===== src/rtl/swdeh_defines.vh =====
// swdeh_defines.vh: offsets, fields, reset values and timing for the supervisor block
// assumes a 40 MHz pclk; every time is given in its own unit and turned into cycles here
`ifndef SWDEH_DEFINES_VH
`define SWDEH_DEFINES_VH

`define SWDEH_CLK_HZ        40000000
`define SWDEH_TMO_MS        280
`define SWDEH_TMO_CYC       (`SWDEH_TMO_MS * (`SWDEH_CLK_HZ / 1000))
`define SWDEH_HOLD_MS       200
`define SWDEH_HOLD_CYC      (`SWDEH_HOLD_MS * (`SWDEH_CLK_HZ / 1000))
`define SWDEH_PF_DLY_US     35
`define SWDEH_PF_DLY_CYC    (`SWDEH_PF_DLY_US * (`SWDEH_CLK_HZ / 1000000))

`define SWDEH_OFF_HOLD      12'h000
`define SWDEH_OFF_TMO       12'h004
`define SWDEH_OFF_STAT      12'h008

`define SWDEH_ST_RESET      0
`define SWDEH_ST_PFAIL      1
`define SWDEH_ST_REG_ON     2
`define SWDEH_ST_SHDN       3
`define SWDEH_ST_SLOW       4
`define SWDEH_ST_FAST       5
`define SWDEH_ST_WD_RUN     6

`define SWDEH_RP_USER       2'h0
`define SWDEH_RP_FIXED      2'h1
`define SWDEH_RP_FORCE      2'h2

`define SWDEH_SH_R8         3
`define SWDEH_SH_R16        4
`define SWDEH_SH_R64        6

`endif


===== src/rtl/swdeh_sync.v =====
// swdeh_sync: two-flop synchroniser for a group of pin levels
// assumes every input is a slow level from outside the pclk domain
`timescale 1ns/1ps
module swdeh_sync #(
	parameter W = 1
) (
	input  wire         pclk,
	input  wire         presetn,
	input  wire [W-1:0] d,
	output wire [W-1:0] q
);
	reg [W-1:0] meta_ff;
	reg [W-1:0] sync_ff;

	// the first stage feeds only the second
	always @(posedge pclk or negedge presetn)
	begin
		if (!presetn)
		begin
			meta_ff <= {W{1'b0}};
			sync_ff <= {W{1'b0}};
		end
		else
		begin
			meta_ff <= d;
			sync_ff <= meta_ff;
		end
	end

	assign q = sync_ff;
endmodule


===== src/rtl/swdeh_keep_on.v =====
// swdeh_keep_on: turn-on / keep-on latch for the regulated output
// assumes both inputs are already synchronised to pclk
`timescale 1ns/1ps
module swdeh_keep_on (
	input  wire pclk,
	input  wire presetn,
	input  wire turn_on,
	input  wire keep_on_n,
	output reg  reg_on_ff,
	output reg  shutdown_ff
);
	wire nxt_reg_on;
	wire nxt_shutdown;

	// keep-on low holds a running output; releasing it drops the output
	assign nxt_reg_on   = turn_on | (reg_on_ff & ~keep_on_n);
	assign nxt_shutdown = ~turn_on & keep_on_n;

	always @(posedge pclk or negedge presetn)
	begin
		if (!presetn)
		begin
			reg_on_ff   <= 1'b0;
			shutdown_ff <= 1'b1;
		end
		else
		begin
			reg_on_ff   <= nxt_reg_on;
			shutdown_ff <= nxt_shutdown;
		end
	end
endmodule


===== src/rtl/swdeh_top.v =====
// swdeh_top: watchdog, reset generator, supply-fail flag and keep-on latch with APB registers
// assumes pins arrive asynchronously and the APB master runs on pclk
`timescale 1ns/1ps
`include "swdeh_defines.vh"
module swdeh_top #(
	parameter [31:0] TMO_CYC  = `SWDEH_TMO_CYC,
	parameter [31:0] HOLD_CYC = `SWDEH_HOLD_CYC,
	parameter        WINDOWED = 1
) (
	input  wire        pclk,
	input  wire        presetn,
	input  wire        psel,
	input  wire        penable,
	input  wire        pwrite,
	input  wire [11:0] paddr,
	input  wire [31:0] pwdata,
	output reg  [31:0] prdata,
	output reg         pready,
	output reg         pslverr,
	input  wire        watchdog_toggle_input,
	input  wire        turn_on_input_one,
	input  wire        keep_on_input_n,
	input  wire        supply_monitor_input,
	input  wire        output_below_threshold,
	input  wire [1:0]  reset_period_pin,
	input  wire        watchdog_period_pin,
	input  wire        watchdog_disable_input_n,
	input  wire        window_select_bit_zero,
	input  wire        window_select_bit_one,
	output reg         reset_out_n,
	output wire        supply_fail_output_n,
	output wire        regulated_output_one,
	output wire        shutdown_mode
);
	localparam [31:0] PF_DLY = `SWDEH_PF_DLY_CYC;

	wire [10:0] pins_s;
	wire        wdi_s;
	wire        ton_s;
	wire        keepn_s;
	wire        pfi_s;
	wire        outlow_s;
	wire [1:0]  rpp_s;
	wire        wpp_s;
	wire        wddisn_s;
	wire        window_select_bit_zero_s;
	wire        window_select_bit_one_s;

	reg         wdi_prev_ff;
	reg  [31:0] wd_cnt_ff;
	reg  [31:0] hold_cnt_ff;
	reg  [31:0] hold_reg_ff;
	reg  [31:0] tmo_reg_ff;
	reg         slow_flag_ff;
	reg         fast_flag_ff;
	reg         fail_n_ff;
	reg  [31:0] pf_cnt_ff;

	wire        edge_seen;
	wire        wd_enabled;
	wire [31:0] hold_len;
	wire [31:0] slow_len;
	reg  [31:0] fast_len;
	wire        slow_fault;
	wire        fast_fault;
	wire        wd_fault;
	wire        force_low;
	wire        setup_ph;
	wire        access_ph;
	wire        wr_stat;
	reg  [31:0] rd_mux;
	reg         rd_err;

	// keep-on rides inverted so the cleared flops match its idle-high pin after reset
	swdeh_sync #(
		.W(11)
	) u_sync (
		.pclk    (pclk),
		.presetn (presetn),
		.d       ({watchdog_toggle_input, turn_on_input_one, ~keep_on_input_n,
		           supply_monitor_input, output_below_threshold, reset_period_pin,
		           watchdog_period_pin, watchdog_disable_input_n,
		           window_select_bit_zero, window_select_bit_one}),
		.q       (pins_s)
	);

	assign wdi_s    = pins_s[10];
	assign ton_s    = pins_s[9];
	assign keepn_s  = ~pins_s[8];
	assign pfi_s    = pins_s[7];
	assign outlow_s = pins_s[6];
	assign rpp_s    = pins_s[5:4];
	assign wpp_s    = pins_s[3];
	assign wddisn_s = pins_s[2];
	assign window_select_bit_zero_s   = pins_s[1];
	assign window_select_bit_one_s   = pins_s[0];

	swdeh_keep_on u_keep_on (
		.pclk        (pclk),
		.presetn     (presetn),
		.turn_on     (ton_s),
		.keep_on_n   (keepn_s),
		.reg_on_ff   (regulated_output_one),
		.shutdown_ff (shutdown_mode)
	);

	// either edge of the toggle input services the watchdog
	// the edge is seen two cycles late, a small slack against both windows
	assign edge_seen = wdi_s ^ wdi_prev_ff;

	// windowed parts disable by select bits, others by the disable pin
	assign wd_enabled = (WINDOWED != 0) ? !(window_select_bit_zero_s && !window_select_bit_one_s)
	                                    : wddisn_s;

	// strap picks fixed or software hold; timeout picked apart from it
	assign hold_len = (rpp_s == `SWDEH_RP_FIXED) ? HOLD_CYC : hold_reg_ff;
	assign slow_len = wpp_s ? TMO_CYC : tmo_reg_ff;

	// fast window is a fixed ratio of the slow one
	// select 01 is the off setting, so it gets no fast limit
	always @*
	begin
		case ({window_select_bit_one_s, window_select_bit_zero_s})
			2'b00:   fast_len = slow_len >> `SWDEH_SH_R8;
			2'b10:   fast_len = slow_len >> `SWDEH_SH_R16;
			2'b11:   fast_len = slow_len >> `SWDEH_SH_R64;
			default: fast_len = 32'h0000_0000;
		endcase
	end

	assign slow_fault = wd_enabled && !edge_seen && (wd_cnt_ff >= slow_len - 32'h0000_0001);
	assign fast_fault = (WINDOWED != 0) && wd_enabled && edge_seen
	                    && (wd_cnt_ff < fast_len);
	assign wd_fault   = slow_fault || fast_fault;
	// strap code 2 holds reset for good; a low output holds it too
	assign force_low  = (rpp_s == `SWDEH_RP_FORCE) || outlow_s;

	// watchdog counter and reset sequencer
	// the toggle level is tracked in every state so no stale edge outlives a reset
	always @(posedge pclk or negedge presetn)
	begin
		if (!presetn)
		begin
			wdi_prev_ff <= 1'b0;
			wd_cnt_ff   <= 32'h0000_0000;
			hold_cnt_ff <= 32'h0000_0000;
			reset_out_n <= 1'b0;
		end
		else
		begin
			wdi_prev_ff <= wdi_s;
			if (force_low)
			begin
				reset_out_n <= 1'b0;
				hold_cnt_ff <= 32'h0000_0000;
				wd_cnt_ff   <= 32'h0000_0000;
			end
			else if (!reset_out_n)
			begin
				// toggle edges have no say here, so the hold is exact
				wd_cnt_ff <= 32'h0000_0000;
				if (hold_cnt_ff >= hold_len - 32'h0000_0001)
				begin
					reset_out_n <= 1'b1;
					hold_cnt_ff <= 32'h0000_0000;
				end
				else
				begin
					hold_cnt_ff <= hold_cnt_ff + 32'h0000_0001;
				end
			end
			else if (wd_fault)
			begin
				reset_out_n <= 1'b0;
				hold_cnt_ff <= 32'h0000_0000;
				wd_cnt_ff   <= 32'h0000_0000;
			end
			else if (!wd_enabled || edge_seen)
			begin
				wd_cnt_ff <= 32'h0000_0000;
			end
			else
			begin
				wd_cnt_ff <= wd_cnt_ff + 32'h0000_0001;
			end
		end
	end

	// supply-fail output follows the monitor once it has differed for the delay
	// a monitor blip shorter than the delay never reaches the pin
	always @(posedge pclk or negedge presetn)
	begin
		if (!presetn)
		begin
			fail_n_ff <= 1'b1;
			pf_cnt_ff <= 32'h0000_0000;
		end
		else if (fail_n_ff == pfi_s)
		begin
			pf_cnt_ff <= 32'h0000_0000;
		end
		else if (pf_cnt_ff >= PF_DLY - 32'h0000_0001)
		begin
			fail_n_ff <= pfi_s;
			pf_cnt_ff <= 32'h0000_0000;
		end
		else
		begin
			pf_cnt_ff <= pf_cnt_ff + 32'h0000_0001;
		end
	end

	// the pin is the flop itself, no gate after it
	assign supply_fail_output_n = fail_n_ff;

	// apb: answer prepared at setup, ready high in the access cycle
	// zero wait states; masters still wait on pready, so this may grow later
	assign setup_ph  = psel && !penable;
	assign access_ph = psel && penable && pready;
	assign wr_stat   = access_ph && pwrite && !pslverr && (paddr == `SWDEH_OFF_STAT);

	always @*
	begin
		rd_mux = 32'h0000_0000;
		rd_err = 1'b0;
		case (paddr)
			`SWDEH_OFF_HOLD: rd_mux = hold_reg_ff;
			`SWDEH_OFF_TMO:  rd_mux = tmo_reg_ff;
			`SWDEH_OFF_STAT:
			begin
				rd_mux[`SWDEH_ST_RESET]  = !reset_out_n;
				rd_mux[`SWDEH_ST_PFAIL]  = !fail_n_ff;
				rd_mux[`SWDEH_ST_REG_ON] = regulated_output_one;
				rd_mux[`SWDEH_ST_SHDN]   = shutdown_mode;
				rd_mux[`SWDEH_ST_SLOW]   = slow_flag_ff;
				rd_mux[`SWDEH_ST_FAST]   = fast_flag_ff;
				rd_mux[`SWDEH_ST_WD_RUN] = wd_enabled && reset_out_n;
			end
			default: rd_err = 1'b1;
		endcase
	end

	always @(posedge pclk or negedge presetn)
	begin
		if (!presetn)
		begin
			prdata       <= 32'h0000_0000;
			pready       <= 1'b0;
			pslverr      <= 1'b0;
			hold_reg_ff  <= HOLD_CYC;
			tmo_reg_ff   <= TMO_CYC;
			slow_flag_ff <= 1'b0;
			fast_flag_ff <= 1'b0;
		end
		else
		begin
			pready <= setup_ph;
			if (setup_ph)
			begin
				prdata  <= pwrite ? 32'h0000_0000 : rd_mux;
				pslverr <= rd_err;
			end
			else if (access_ph)
			begin
				prdata  <= 32'h0000_0000;
				pslverr <= 1'b0;
			end
			// zero would stall the counters, so it is refused
			if (access_ph && pwrite && !pslverr && (pwdata != 32'h0000_0000))
			begin
				if (paddr == `SWDEH_OFF_HOLD)
					hold_reg_ff <= pwdata;
				if (paddr == `SWDEH_OFF_TMO)
					tmo_reg_ff <= pwdata;
			end
			// a fault in the clearing cycle wins over the clear
			slow_flag_ff <= (reset_out_n && !force_low && slow_fault)
			                || (slow_flag_ff && !(wr_stat && pwdata[`SWDEH_ST_SLOW]));
			fast_flag_ff <= (reset_out_n && !force_low && fast_fault)
			                || (fast_flag_ff && !(wr_stat && pwdata[`SWDEH_ST_FAST]));
		end
	end
endmodule


===== config.mk =====
export PLATFORM = sky130hd
export DESIGN_NAME = swdeh_top
export DESIGN_NICKNAME = d
export VERILOG_FILES = /design/src/rtl/swdeh_sync.v /design/src/rtl/swdeh_keep_on.v /design/src/rtl/swdeh_top.v
export VERILOG_INCLUDE_DIRS = /design/src /design/src/rtl
export SDC_FILE = /design/constraint.sdc
export NUM_CORES = 1
export LEC_CHECK = 0
export BUFFER_PORTS_ARGS = -buffer_cell sky130_fd_sc_hd__buf_4
export CAP_MARGIN = 20
export CORE_UTILIZATION = 49
export DETAILED_ROUTE_END_ITERATION = 8
export HOLD_SLACK_MARGIN = 0.06
export PLACE_DENSITY_LB_ADDON = 0.2
export SLEW_MARGIN = 20
export SYNTH_ARGS = -nofsm -noshare
export SYNTH_HDL_FRONTEND = slang
export SYNTH_SLANG_ARGS = --single-unit
export TNS_END_PERCENT = 20

===== constraint.sdc =====
create_clock -name pclk -period 5.6 [get_ports pclk]
set_input_delay 0.28 -clock pclk [delete_from_list [all_inputs] [get_ports pclk]]
set_output_delay 0.28 -clock pclk [all_outputs]
set_load 0.05 [all_outputs]

---- Word level (Yosys, flattened, before mapping) ----
Index checks and enable logic that the tools add are counted.
operators by class
  equal/unequal tests ..................... 8
  reduce and logical (&&, ||, !) cells .... 43
  mux-type cells .......................... 25
  bitwise logic cells ..................... 8
  $lt $le $gt $ge ......................... 4
  $add $sub $neg .......................... 5
operators with widths
  cell                                                                                   count
  32-bit two-way mux                                                                     15
  32-bit by 1-bit adder with 32-bit output, second input constant                        3
  29-bit case mux with 3 select lines                                                    1
  32-bit greater-or-equal comparator                                                     2
  32-bit by 1-bit subtractor with 32-bit output, second input constant                   2
  25-bit case mux with 2 select lines                                                    1
  32-bit by 11-bit greater-or-equal comparator with 1-bit output, second input constant  1
  32-bit by 29-bit < comparator with 1-bit output                                        1
  32-bit nonzero test                                                                    1
  7-bit case mux with 3 select lines                                                     1
  1-bit logical AND                                                                      20
  12-bit by 3-bit == test with 1-bit output, second input constant                       1
  12-bit by 4-bit == test with 1-bit output, second input constant                       1
  12-bit logical NOT                                                                     1
  1-bit logical NOT                                                                      10
  1-bit two-way mux                                                                      7
  2-bit == test, second input constant                                                   3
  2-bit AND reduction                                                                    3
  1-bit logical OR                                                                       5
  1-bit inverter                                                                         4
  3-bit by 1-bit != test with 1-bit output, second input constant                        1
  3-bit OR reduction                                                                     1
  1-bit bitwise AND                                                                      2
  2-bit by 1-bit == test with 1-bit output, second input constant                        1
  5 further kinds                                                                        5
storage, ports and cells
  register bits after elaboration ......... 223
  output and inout port bits .............. 38
  word-level logic and storage cells ...... 110
  bits of input ports ..................... 60

---- Depth between registers and ports, before layout ----
  word-level depth ........................ 9
  gate-level depth with buffers ........... 23
  mapped depth without buffers ............ 17

---- By module ----
From an unflattened synthesis, not the netlist that was laid out.
unflattened totals
  cell total of the unflattened synthesis .. 1397
  area total of the unflattened synthesis .. 13376.6 sq um
modules (own cells, without submodules)
  module         instances  cells each  area each (sq um)  sequential area each (sq um)
  swdeh_top      1          1370        12759.7            5001.0
  swdeh_sync     1          22          550.5              550.5
  swdeh_keep_on  1          5           66.3               51.3

---- Worst setup path before layout ----
OpenSTA, ideal clock, no wires.
  path kind ............................... register to register
  start point ............................. register u_sync.sync_ff[5] (netlist: u_sync.q[5])
  end point ............................... register hold_cnt_ff[10]
  path buffers ............................ 6
  library setup time ...................... 0.089 ns
  data arrival time ....................... 4.699 ns
  slack ................................... 0.812 ns
  stages on the path, launching flop included .. 22
  period minus slack after synthesis ...... 4.788 ns
  cell sequence ........................... dfrtp_1 > nand2b_1 > clkbuf_1 > clkbuf_1 > nand2_1 > ha_1 > o21ai_1 > or4_4 > buf_6 > nor4_1 > xor2_1 > nor2_1 > ha_1 > and4_1 > a221oi_1 > a211oi_1 > a211oi_1 > clkbuf_1 > clkbuf_1 > buf_1 > nand3_1 > o211ai_1
between the ends
  longest elaborated chain between the ends .. 7
  elaborated cells between the ends (all ways) .. 10
RTL lines
  item                                                RTL line         source
  start: declaration                                  swdeh_sync.v:13  reg [W-1:0] sync_ff;
  start signal: assignment                            swdeh_sync.v:21  sync_ff <= {W{1'b0}};
  start signal: assignment                            swdeh_sync.v:26  sync_ff <= meta_ff;
  2-bit by 1-bit == test with 1-bit output (no line)  n/a
  32-bit two-way mux                                  swdeh_top.v:116  assign hold_len = (rpp_s == `SWDEH_RP_FIXED) ? HOLD_CYC : hold_reg_ff;
  32-bit by 1-bit subtractor with 32-bit output       swdeh_top.v:162  if (hold_cnt_ff >= hold_len - 32'h0000_0001)
  32-bit greater-or-equal comparator                  swdeh_top.v:162
  32-bit two-way mux                                  swdeh_top.v:162
  32-bit two-way mux                                  swdeh_top.v:158  else if (!reset_out_n)
  32-bit two-way mux                                  swdeh_top.v:152  if (force_low)
  end signal: assignment                              swdeh_top.v:169  hold_cnt_ff <= hold_cnt_ff + 32'h0000_0001;
  end: declaration                                    swdeh_top.v:51   reg [31:0] hold_cnt_ff;
Parallel ways exist; a longest one is shown, timed or not.
A chain may end at the register's enable or synchronous reset.

---- Final worst setup path ----
  start point ............................. register tmo_reg_ff[3]
  end point ............................... register wd_cnt_ff[30]
between the ends
  longest elaborated chain between the ends .. 8
  elaborated cells between the ends (all ways) .. 11
RTL lines
  item                                                                                                          RTL line                          source
  start: declaration                                                                                            swdeh_top.v:53                    reg [31:0] tmo_reg_ff;
  start signal: assignment                                                                                      swdeh_top.v:274                   tmo_reg_ff <= pwdata;
  32-bit two-way mux (*)                                                                                        swdeh_top.v:117                   assign slow_len = wpp_s ? TMO_CYC : tmo_reg_ff;
  32-bit by 1-bit subtractor with 32-bit output / 29-bit case mux with 3 select lines (equally long branches)   swdeh_top.v:131, swdeh_top.v:123
  32-bit greater-or-equal comparator / 32-bit by 29-bit < comparator with 1-bit output (equally long branches)  swdeh_top.v:131, swdeh_top.v:133
  1-bit logical AND, on equally long branches                                                                   swdeh_top.v:131, swdeh_top.v:133
  1-bit logical OR (*)                                                                                          swdeh_top.v:134                   assign wd_fault = slow_fault || fast_fault;
  32-bit two-way mux (*)                                                                                        swdeh_top.v:172                   else if (wd_fault)
  32-bit two-way mux (*)                                                                                        swdeh_top.v:158
  32-bit two-way mux (*)                                                                                        swdeh_top.v:152
  end signal: assignment                                                                                        swdeh_top.v:184                   wd_cnt_ff <= wd_cnt_ff + 32'h0000_0001;
  end: declaration                                                                                              swdeh_top.v:50                    reg [31:0] wd_cnt_ff;
Mark *: on every way between the ends. The rest lies on a longest branch, timed or not.

==> results.toml <==
[layout]
layout_commonest_cell = "dfrtp_1"
final_cell_mix = "203 x dfrtp_1, 145 x nand2_1, 109 x buf_4, 102 x nor2_1, 96 x ha_1"
fin_cells = 1874
final_area_um2 = 15800
drive_gt1_frac = 0.164
regArea_um2 = 5550
area_growth_pct = 18.4
fill_cells = 2336
post-route-util = 0.589
multi_input_area_um2 = 7530
num-nets-final = 1671
insertedDiodeCount = 0

[sta]
setup_viol_count_final = 0
worst_slack_ns = 0.403
period_share = 0.928
tightest_slew_ns = 0.900
fin_skew_ns = 0.0110
hold_viol = 0
slew_headroom = 0.395
rsz0062_at_grt = "no"
layout_min_cycle_time_ns = 5.20
tns_ns = 0
fmax_ghz = 0.192
whs_ns = 0.0965
maxSlewViolCount = 0

[drt]
wl_um = 33300
dr.pass1.iters = 5
via_per_inst = 5.86
routedWlPerCell_um = 17.8
drc = 0
vias = 11000
drt_iter0_drc = 729
ant_nets = 0

[floorplanning]
die_y_um = 167
die_w_um = 167
start_util = 0.497
die_area_um2 = 27900
io_pins = 98
rows = 60
core_um2 = 26900

[worst_setup_path]
reg2reg_depth = 15
r2r_slack_ns = 0.40
cp-end-kind = "flop"
rr_endpoint = "wd_cnt_ff[30]"
r2r_start = "tmo_reg_ff[3]"
crit_start = "tmo_reg_ff[3]"
required_ns = 6.04
crit_arrival_ns = 5.64
startpoint_type = "flop"
crit_type = "reg2reg"
critPathCapture = "wd_cnt_ff[30]"
cp_max_fo = 31

[cts]
post_cts_buffers = 0
cts_resized = 0
cts_tree = "built"
clk_latency_ns = 0.54
clkSlewWorstSetupHoldPaths_ns = 0.06
root_buffer = "clkbuf_16"
cts_max_level = 1
cts.sinks = 221
cts-buffers-inserted = 25
clk_path_buf_depth = 3

[synthesis]
syn_area_um2 = 13400
synth-main-ff-cell = "dfrtp_1"
synthTopCellsByArea = "dfrtp_1 38%, ha_1 9.0%, mux2_2 5.7%"
synthCells = 1383
ys_types = 70
synth_edf_count = 0
seq_area_frac_synth = 0.416
ys_ff_latch = 221
avgSynthCellArea_um2 = 9.66
yosys.area.top_type = "dfrtp_1"
ys_warn_count = 0
postSynth.asyncResetShare = 1.00
synth_top_area_share = 0.380

[global_route]
grt_usage = 0.243
grt_pass1_vias = 10600
grt_max_degree = 127
antenna_found_initial = 0
grt_pass1_wl_um = 55100
gr-total-overflow = 0

[placement]
place.gp.congestion = 0.831
place_ws_ns = 0.475
dp_hpwl_um = 23800
place_area_um2 = 14500
port_buffers = 96
dp_cells = 1784

[pwr]
p_total_mw = 3.74
ir_drop_mv = 0.304
p_per_area_nw_per_um2 = 236
p_leak_nw = 7.46

[worst_hold_path]
hold_path.class = "in2reg"

[run]
drv_cap = 0

[outcome]
outcome = "complete, no violations"
-- critical path, cell delays in order (launching register included) --
cell and delay (ns):
dfrtp_1 0.44, or4_1 0.65, nor4_4 0.31, nand4b_2 0.37, nor3_4 0.41, nand3b_1 0.24
a21o_1 0.22, ha_1 0.29, a21o_1 0.19, a21o_1 0.17, a21oi_1 0.12, o21ai_0 0.16
a22oi_1 0.39, nand3_1 0.51, buf_4 0.42, nor3_1 0.21
-- timing repair --
action                                 in CTS  in global routing
setup endpoints to repair                   0                  0
endpoints found under the hold margin     161                  0
hold buffers                               45                  0
-- Yosys cell counts, types with 4 or more instances --
cell and number:
or2_1 5, buf_2 5, ha_1 96, nor3b_1 5, clkbuf_1 55, o21a_1 12
nand2b_1 11, a22o_1 10, or3_1 8, or4_1 8, a21o_1 19, a22oi_1 10
nand4_1 28, o211ai_1 5, mux2i_1 44, mux2_2 68, nor3_1 61, nor4_1 24
and4_1 6, o21ai_0 78, xor2_1 49, dfstp_2 18, xnor2_1 33, a21oi_1 45
inv_1 25, o21ai_1 6, a211oi_1 10, a221o_1 24, nand2_1 145, o22a_1 7
nand3_1 43, o22ai_1 4, dfrtp_1 203, nand3b_1 5, and3_1 38, buf_1 9
nor2_1 102, nor2b_1 11
-- cell type report --
cell class,instances,area share
Multi-Input combinational cell,1086,0.476
Sequential cell,221,0.351
Timing Repair Buffer,156,0.0824
Clock buffer,33,0.0434
Tap cell,341,0.0270
Clock inverter,12,0.0140
Inverter,25,0.00593
-- cell families after synthesis --
| family | count (synthesis) | share of synthesized area |
|---|---|---|
| other cells | 1 | 0.000281 |
| simple gates | 516 | 0.193 |
| compound gates | 259 | 0.129 |
| fa+ha+maj | 96 | 0.0899 |
| flops | 221 | 0.416 |
| xor+xnor | 82 | 0.0537 |
| mux | 112 | 0.0903 |
| buf+inv | 96 | 0.0281 |
-- report_power, final --
group | switching [mW] | internal, mW
combinational | 0.179 | 0.118
sequential | 0.0139 | 1.62
clock | 0.673 | 1.14
total | 0.866 | 2.87
-- registers in the layout, indices dropped and copies added (netlist names), 10 cells and up --
| register | flops |
|---|---|
| hold_cnt_ff | 32 |
| hold_reg_ff | 32 |
| pf_cnt_ff | 32 |
| prdata | 32 |
| tmo_reg_ff | 32 |
| u_sync.meta_ff | 10 |
| u_sync.q | 10 |
| wd_cnt_ff | 32 |
-- metal layers --
metal | vias up | GRT usage | wire length [um]
met2 | 259 | 0.392 | 15300
met1 | 5363 | 0.333 | 15400
met3 | 55 | 0.0421 | 1710
met4 | 0 | 0.0814 | 970
met5 | - | 0 | 0
li1 | 5297 | - | -
-- how the worst min path moves through the flow --
| stage | start | end | slack, ns | depth (start not counted) |
|---|---|---|---|---|
| CTS | pwrite | prdata[6] | 0.08 | 3 |
| detailed placement | u_sync.meta_ff[0] | u_sync.q[0] | 0.34 | 0 |
| floorplan | presetn | fast_flag_ff | -0.02 | 0 |
| global route | pwrite | prdata[6] | 0.1 | 3 |
| global placement | u_sync.meta_ff[5] | u_sync.q[5] | 0.33 | 0 |
| finish | pwrite | prdata[6] | 0.1 | 3 |
Note: power is estimated with default switching activity, not from simulation.
